<file path="config.mk">
export PLATFORM = sky130hd
export DESIGN_NAME = afw_windowed_watchdog
export DESIGN_NICKNAME = d
export VERILOG_FILES = /design/src/afw_pkg.sv /design/src/afw_wake_timer.sv /design/src/afw_windowed_watchdog.sv
export SDC_FILE = /design/constraint.sdc
export NUM_CORES = 1
export LEC_CHECK = 0
export BUFFER_PORTS_ARGS = -buffer_cell sky130_fd_sc_hd__buf_2
export CAP_MARGIN = 20
export CORE_ASPECT_RATIO = 0.7
export CORE_MARGIN = 3
export CORE_UTILIZATION = 55
export DETAILED_ROUTE_END_ITERATION = 10
export PLACE_DENSITY = 0.76
export SLEW_MARGIN = 10
export SYNTH_ARGS = -nofsm -noshare
export SYNTH_HDL_FRONTEND = slang
export SYNTH_HIERARCHICAL = 1
export SYNTH_SLANG_ARGS = --single-unit
</file>
<file path="constraint.sdc">
create_clock -name clk -period 3.75 [get_ports clk]
set_input_delay 1.125 -clock clk [delete_from_list [all_inputs] [get_ports clk]]
set_output_delay 1.125 -clock clk [all_outputs]
set_load 0.02 [all_outputs]
</file>
<file path="src/afw_pkg.sv">
// Summary of operation
// - software access only through bridge port
// - missed refresh resets whole device
// - wake periods 125 ms up to 8 s
// - wake timer runs, wakes repeatedly while asleep
// - watchdog counts slow oscillator ticks only
// - watchdog reset sets reset source flag
// - reset reaches microcontroller and front end
// - refresh above window counts as premature
// - flag and config survive watchdog reset
package afw_pkg;

	// ----------------------------------------------------------
	// timing
	// ----------------------------------------------------------
	localparam int unsigned CLK_PERIOD_NS = 8;
	localparam int unsigned SLOW_OSC_HZ = 32768;
	localparam int unsigned WAKE_BASE_MS = 125;
	localparam int unsigned WAKE_BASE_TICKS =
		SLOW_OSC_HZ * WAKE_BASE_MS / 1000;
	localparam int unsigned WAKE_SEL_MAX = 6;
	localparam int unsigned RST_PULSE_NS = 1000;
	localparam int unsigned RST_PULSE_CYC =
		(RST_PULSE_NS + CLK_PERIOD_NS - 1) / CLK_PERIOD_NS;

	// ----------------------------------------------------------
	// widths and reset values
	// ----------------------------------------------------------
	localparam int unsigned CNT_W = 16;
	localparam int unsigned WAKE_W = 19;
	localparam int unsigned HOLD_W = 8;
	localparam logic [15:0] RELOAD_RST = 16'h8000;
	localparam logic [15:0] WINDOW_RST = 16'h4000;
	localparam logic [2:0] WAKE_SEL_RST = 3'h3;
	localparam logic [HOLD_W-1:0] HOLD_LAST =
		HOLD_W'(RST_PULSE_CYC - 1);

	// ----------------------------------------------------------
	// bridge commands
	// ----------------------------------------------------------
	localparam logic [2:0] OP_REFRESH = 3'h0;
	localparam logic [2:0] OP_SET_RELOAD = 3'h1;
	localparam logic [2:0] OP_SET_WINDOW = 3'h2;
	localparam logic [2:0] OP_SET_WAKE = 3'h3;
	localparam logic [2:0] OP_CLR_FLAG = 3'h4;
	localparam logic [2:0] OP_ENABLE = 3'h5;
	localparam int unsigned WAKE_EN_BIT = 3;
	localparam int unsigned WD_EN_BIT = 0;

	typedef struct packed {
		logic valid;
		logic [2:0] op;
		logic [15:0] data;
	} afw_bridge_req_t;

	typedef struct packed {
		logic [15:0] countdown_counter;
		logic [15:0] window;
		logic [15:0] reload;
		logic [2:0] wake_sel;
		logic wake_en;
		logic wd_en;
		logic wd_reset_flag;
	} afw_status_t;

	typedef enum logic {
		ST_RUN,
		ST_FIRE
	} afw_state_t;

endpackage

</file>
<file path="src/afw_wake_timer.sv">
`timescale 1ns/100ps
module afw_wake_timer
	import afw_pkg::*;
(
	input wire logic clk,
	input wire logic rst,
	input wire logic ce,
	input wire logic slow_tick,
	input wire logic enable,
	input wire logic low_power,
	input wire logic [2:0] sel,
	output logic wake
);
	import afw_pkg::*;

	logic [WAKE_W-1:0] cnt;
	logic [WAKE_W-1:0] limit;
	logic [2:0] sel_c;

	// ----------------------------------------------------------
	// period select
	// ----------------------------------------------------------
	// codes above 8 s clamp rather than wrap to a tiny period
	always_comb begin
		sel_c = (sel > 3'(WAKE_SEL_MAX)) ? 3'(WAKE_SEL_MAX) : sel;
		limit = WAKE_W'(WAKE_BASE_TICKS) << sel_c;
	end

	// ----------------------------------------------------------
	// tick counter
	// ----------------------------------------------------------
	always_ff @(posedge clk) begin
		if (rst) begin
			cnt <= '0;
			wake <= 1'b0;
		end else if (ce) begin
			wake <= 1'b0;
			if (!enable || !low_power) begin
				cnt <= '0;
			end else if (slow_tick) begin
				if (cnt >= limit - WAKE_W'(1)) begin
					cnt <= '0;
					wake <= 1'b1;
				end else begin
					cnt <= cnt + WAKE_W'(1);
				end
			end
		end
	end

	wake_only_asleep_a: assert property (
		@(posedge clk) disable iff (rst)
		$rose(wake) |-> $past(low_power) && $past(enable)
	) else $error("wake pulse outside low power");

	wake_on_tick_a: assert property (
		@(posedge clk) disable iff (rst)
		wake |-> $past(slow_tick) && $past(cnt) == limit - WAKE_W'(1)
	) else $error("wake not at end of period");

endmodule

</file>
<file path="src/afw_windowed_watchdog.sv">
`timescale 1ns/100ps
module afw_windowed_watchdog
	import afw_pkg::*;
(
	input wire logic clk,
	input wire logic rst,
	input wire logic ce,
	input wire logic slow_osc,
	input afw_pkg::afw_bridge_req_t bridge_req,
	input wire logic low_power,
	output afw_pkg::afw_status_t status,
	output logic mcu_reset,
	output logic afe_reset,
	output logic wake
);
	import afw_pkg::*;

	logic sync1;
	logic sync2;
	logic sync3;
	logic slow_level;
	logic slow_tick;
	logic [CNT_W-1:0] countdown_counter;
	logic [CNT_W-1:0] reload;
	logic [CNT_W-1:0] window;
	logic [2:0] wake_sel;
	logic wake_en;
	logic wd_en;
	logic wd_reset_flag;
	logic wd_reset;
	logic [HOLD_W-1:0] hold;
	afw_state_t state;
	logic req_ok;
	logic refresh;
	logic premature;
	logic expire;
	logic fire;
	logic [HOLD_W-1:0] fire_age;

	// ----------------------------------------------------------
	// slow oscillator sampling
	// ----------------------------------------------------------
	// the counter never sees the fast reference clock, only these ticks
	always_ff @(posedge clk) begin
		if (rst) begin
			sync1 <= 1'b0;
			sync2 <= 1'b0;
			sync3 <= 1'b0;
		end else if (ce) begin
			sync1 <= slow_osc;
			sync2 <= sync1;
			sync3 <= sync2;
		end
	end

	always_ff @(posedge clk) begin
		if (rst) begin
			slow_level <= 1'b0;
			slow_tick <= 1'b0;
		end else if (ce) begin
			slow_tick <= 1'b0;
			if (sync2 == sync3 && sync3 != slow_level) begin
				slow_level <= sync3;
				slow_tick <= sync3;
			end
		end
	end

	// ----------------------------------------------------------
	// bridge decode
	// ----------------------------------------------------------
	// requests are dropped while the reset pulse is out
	always_comb begin
		req_ok = bridge_req.valid && state == ST_RUN;
		refresh = req_ok && bridge_req.op == OP_REFRESH;
		premature = refresh && wd_en && countdown_counter > window;
		expire = wd_en && slow_tick && countdown_counter <= CNT_W'(1);
		fire = state == ST_RUN && (premature || expire);
	end

	// configuration keeps its value across a watchdog reset
	always_ff @(posedge clk) begin
		if (rst) begin
			reload <= RELOAD_RST;
			window <= WINDOW_RST;
			wake_sel <= WAKE_SEL_RST;
			wake_en <= 1'b0;
			wd_en <= 1'b0;
		end else if (ce && req_ok) begin
			case (bridge_req.op)
				OP_SET_RELOAD: reload <= bridge_req.data;
				OP_SET_WINDOW: window <= bridge_req.data;
				OP_SET_WAKE: begin
					wake_sel <= bridge_req.data[2:0];
					wake_en <= bridge_req.data[WAKE_EN_BIT];
				end
				OP_ENABLE: wd_en <= bridge_req.data[WD_EN_BIT];
				default: begin
				end
			endcase
		end
	end

	// ----------------------------------------------------------
	// countdown and reset sequencing
	// ----------------------------------------------------------
	always_ff @(posedge clk) begin
		if (rst) begin
			state <= ST_RUN;
			countdown_counter <= RELOAD_RST;
			hold <= '0;
			wd_reset <= 1'b0;
		end else if (ce) begin
			case (state)
				ST_RUN: begin
					if (fire) begin
						state <= ST_FIRE;
						hold <= HOLD_LAST;
						wd_reset <= 1'b1;
						countdown_counter <= reload;
					end else if (refresh || !wd_en) begin
						countdown_counter <= reload;
					end else if (slow_tick) begin
						countdown_counter <= countdown_counter - CNT_W'(1);
					end
				end
				ST_FIRE: begin
					if (hold == '0) begin
						state <= ST_RUN;
						wd_reset <= 1'b0;
					end else begin
						hold <= hold - HOLD_W'(1);
					end
				end
				default: begin
					state <= ST_RUN;
					wd_reset <= 1'b0;
				end
			endcase
		end
	end

	// set beats a clear arriving in the same cycle
	always_ff @(posedge clk) begin
		if (rst) begin
			wd_reset_flag <= 1'b0;
		end else if (ce) begin
			if (fire) begin
				wd_reset_flag <= 1'b1;
			end else if (req_ok && bridge_req.op == OP_CLR_FLAG) begin
				wd_reset_flag <= 1'b0;
			end
		end
	end

	// ----------------------------------------------------------
	// outputs
	// ----------------------------------------------------------
	always_comb begin
		mcu_reset = wd_reset;
		afe_reset = wd_reset;
	end

	always_ff @(posedge clk) begin
		if (rst) begin
			status <= '0;
		end else if (ce) begin
			status.countdown_counter <= countdown_counter;
			status.window <= window;
			status.reload <= reload;
			status.wake_sel <= wake_sel;
			status.wake_en <= wake_en;
			status.wd_en <= wd_en;
			status.wd_reset_flag <= wd_reset_flag;
		end
	end

	afw_wake_timer u_wake (
		.clk(clk),
		.rst(rst),
		.ce(ce),
		.slow_tick(slow_tick),
		.enable(wake_en),
		.low_power(low_power),
		.sel(wake_sel),
		.wake(wake)
	);

	// ----------------------------------------------------------
	// checks
	// ----------------------------------------------------------
	always_ff @(posedge clk) begin
		if (rst) begin
			fire_age <= '0;
		end else if (ce) begin
			fire_age <= wd_reset ? fire_age + HOLD_W'(1) : '0;
		end
	end

	premature_fire_a: assert property (
		@(posedge clk) disable iff (rst)
		ce && state == ST_RUN && refresh && wd_en
			&& countdown_counter > window
		|=> wd_reset && wd_reset_flag
	) else $error("premature refresh did not reset");

	expiry_fire_a: assert property (
		@(posedge clk) disable iff (rst)
		ce && state == ST_RUN && wd_en && slow_tick
			&& countdown_counter == CNT_W'(1)
		|=> mcu_reset && afe_reset
	) else $error("expiry did not reset");

	refresh_reload_a: assert property (
		@(posedge clk) disable iff (rst)
		ce && state == ST_RUN && refresh && wd_en
			&& countdown_counter <= window && !expire
		|=> countdown_counter == $past(reload) && !wd_reset
	) else $error("in-window refresh did not reload");

	tick_only_a: assert property (
		@(posedge clk) disable iff (rst)
		ce && state == ST_RUN && wd_en && !slow_tick && !refresh
		|=> countdown_counter == $past(countdown_counter)
	) else $error("counter moved without slow tick");

	pulse_len_a: assert property (
		@(posedge clk) disable iff (rst)
		$fell(wd_reset) |-> $past(fire_age) == HOLD_W'(RST_PULSE_CYC - 1)
	) else $error("reset pulse length wrong");

	flag_kept_a: assert property (
		@(posedge clk) disable iff (rst)
		$fell(wd_reset) |-> wd_reset_flag || $past(req_ok)
	) else $error("reset flag lost by watchdog reset");

	flag_set_a: assert property (
		@(posedge clk) disable iff (rst)
		$rose(wd_reset) |-> wd_reset_flag ##2 status.wd_reset_flag
	) else $error("flag not set with reset");

	config_keep_a: assert property (
		@(posedge clk) disable iff (rst)
		wd_reset |=> reload == $past(reload) && window == $past(window)
	) else $error("config changed during reset");

	bridge_ignore_a: assert property (
		@(posedge clk) disable iff (rst)
		ce && state == ST_FIRE && bridge_req.valid
		|=> wd_en == $past(wd_en) && wake_sel == $past(wake_sel)
			&& wd_reset_flag
	) else $error("bridge request taken during reset");

endmodule
</file>
==> results by group <==
Run status
  – Status: complete, no violations

STA
  – Period utilisation layout: 0.765
  – Worst hold slack: 0.479 ns
  – Worst Tran Pin Value: 1.09 ns
  – Final setup vio count: 0
  – Max Clock Freq: 348 MHz
  – Post-route setup slack: around 0.88 ns
  – Min Tclk post-route: ~2.9 ns
  – RSZ-0062 raised after global routing: no
  – Slew headroom: 0.270
  – Worst Skew: 0.00696 ns
  – Hold Violations, Final: 0
  – Final setup TNS: 0 ns
  – Slew Limit Fails: 0

Critical path
  – Buf/Inv on CP: 1
  – WS Path Type: flip-flop to flip-flop
  – CP max FO: 20
  – Worst R2R Path Depth: 7
  – Largest stage delay, worst path: 0.84 ns
  – Critical path arrival: 3.17 ns
  – Slowest-stage cell, CP: o21ai_2
  – RR Startpoint: countdown_counter[0]
  – Required @ worst endpoint: ~4.1 ns
  – R2r endpoint: countdown_counter[7]
  – Reg2reg setup slack: 0.88 ns
  – Top delay family on crit path: compound AO/OA/AOI/OAI gates
  – Worst-path cell chain: inv_1 -> ha_1 -> o211ai_1 -> nor3_4 -> o21ai_2 -> mux2i_1 -> a2111oi_1
  – Startpoint types: flip-flop
  – Nature of the critical path endpoint: flip-flop

Final layout
  – Area grow syn2layout: 16.0%
  – Layout cells sized above 1: 0.186
  – Multi-input logic area: 3450 um2
  – Highest-count cells in the layout ignoring fill and taps: 143 x dfxtp_1, 106 x nor2_1, 83 x mux2i_1
  – Fillers: ~900
  – Nets: roughly 850
  – Most common cell after layout, fill and taps aside: dfxtp_1
  – ANT cells: 0
  – Final Util: 0.675
  – Seq. cell area: ~2900 um2

GRT
  – Number of global-route vias before repair: 5219
  – First-pass GRT wire length: between 20000 and 30000 um
  – GRT Total Usage: 0.247
  – Total gr overflow: 0
  – Initial antenna violation count: 0
  – Pin count of the biggest net entering global routing: 47

Clocking
  – Worst-Skew Late Latency: 0.42 ns
  – Post-CTS Resized: 0
  – Clk root buf: clkbuf_16
  – CTS H-Tree Depth: 4
  – CTS tree: built
  – Clock Path Buffers: 2
  – Worst-path clk slew: 0.06 ns
  – # hold bufs at CTS: 0
  – Postcts setup bufs: 0
  – CTS buffer count: 17
  – CTS sink count: approximately 140

Placement
  – Final GP Congestion: ~0.85
  – DP Wirelength: 11700 um
  – Port Buffer Count: 81
  – DP Worst Slack: 0.513 ns

Route
  – Drt drc: 0
  – Vias: around 5400
  – ANT nets after route: 0
  – Drt pass-1 iters: 5
  – Drt wl/cell: 17.1 um
  – Drt initial violations: 404
  – Drt total wl: 16400 um
  – Via/cell ratio: 5.66

Pwr
  – Leak pwr: ~0.0032 uW
  – VDD IR-drop max: ~0.00032 V
  – Pwr dens: around 450 nW/um2

Floorplan
  – Chip width: 137 um
  – Die area: 13400 um2
  – IO Pins: 82
  – Core Region: between 10000 and 15000 um2
  – Row count: 32
  – Starting Density: 0.582
  – Die height: 97.8 um

Logic synthesis
  – Adder-cell area share of the yosys netlist: 0.0530
  – Mean Syn Cell Area: 9.16 um2
  – Post-synthesis mux area share: 0.128
  – Yosys warns: 6
  – EDFF count, synth: 0
  – Synth cell types: 67
  – Ys async rst share: 0
  – Top FF cell, synth: dfxtp_1
  – Compound-Gate Fraction of Synth Area: 0.0965
  – Gate Count Post-Synth: 722
  – Combinational family with the most area after synthesis: simple AND/OR/NAND/NOR gates
  – Flop and latch count out of synthesis: 143
  – Synth Area in XOR/XNOR: 0.0331
  – Post-Synth Simple-Gate Area: 0.211
  – Net Count, Synth: just under 800
  – Synth Cell Area: 6620 um2
  – Sequential share of the synthesized area: 0.433

Worst hold path
  – Hold Path Stages: 1
  – Hold Path Class: flip-flop to flip-flop
  – Hold path startpoint: u_wake/wake
  – Hold Path End: u_wake/wake

Run
  – Max-cap violations: 0
-- worst max path at each step --
| stage | from | to | slack, ns | cells past startpoint |
|---|---|---|---|---|
| 6_report | countdown_counter[0] | countdown_counter[7] | 0.88 | 7 |
| 5_1_grt | countdown_counter[0] | countdown_counter[8] | 0.72 | 7 |
| 4_1_cts | window[15] | hold[4] | 0.94 | 8 |
| 3_5_place_dp | bridge_req[19] | countdown_counter[8] | 0.51 | 6 |
| 3_3_place_gp | bridge_req[19] | countdown_counter[7] | 0.72 | 6 |
| 2_1_floorplan | ce | reload[0] | 0.98 | 9 |
-- worst reg2reg max path, cell delays in order (launching register included) --
cell	delay [ns]
dfxtp_1	0.44
inv_1	0.12
ha_1	0.26
o211ai_1	0.30
nor3_4	0.10
o21ai_2	0.85
mux2i_1	0.23
a2111oi_1	0.45
-- final cells by class --
class,instances,share of cell area
clock buffers,19,0.0577
repair buffers,90,0.0623
clock inverters,13,0.0181
multi-input cells,513,0.449
inverters,30,0.0147
flip-flops and latches,143,0.373
well taps,153,0.0249
-- cells by family after synthesis --
kind of cell / after synthesis
other cells: 1
fa+ha+maj: 28
flops: 143
buf+inv: 66
simple gates: 279
xor+xnor: 25
compound gates: 96
mux: 84
-- per-stage QoR --
step	total power [uW]	std cells	cell area (um2)
floorplan	1740	722	6620
finish	3440	961	7680
global placement	1790	929	7090
CTS	3450	961	7680
detailed placement	1800	929	7090
global route	3540	961	7680
-- report_power, final --
part	internal, uW	switching, uW
clock network	997	668
logic	77.5	136
registers	1540	21.5
-- flip-flops by register name, summed over array words and instances, names as in the netlist, 3 cells and up --
| signal | flops |
|---|---|
| reload | 16 |
| hold | 8 |
| u_wake/cnt | 19 |
| wake_sel | 3 |
| status | 54 |
| window | 16 |
| countdown_counter | 16 |
-- metal layers --
metal  GRT usage  vias to the layer above  part of all wire
li1            -                     2653                 -
met1       0.350                     2556              0.48
met2       0.375                      208              0.44
met3      0.0602                       27             0.069
met4      0.0698                        0             0.016
met5           0                        -                 0
-- synth_stat cells, drive strengths merged, types with 6 or more instances --
master,instances,area share
a2111oi,6,0.011
a21oi,39,0.030
a31oi,8,0.0076
buf,17,0.018
clkbuf,19,0.011
dfxtp,143,0.43
ha,28,0.053
inv,30,0.017
mux2i,83,0.13
nand2,62,0.035
nand3,21,0.016
nand4,12,0.011
nor2,118,0.080
nor2b,7,0.0066
nor3,23,0.021
o21ai,16,0.013
xnor2,11,0.015
xor2,14,0.019
Power figures use the tool's default switching activity.
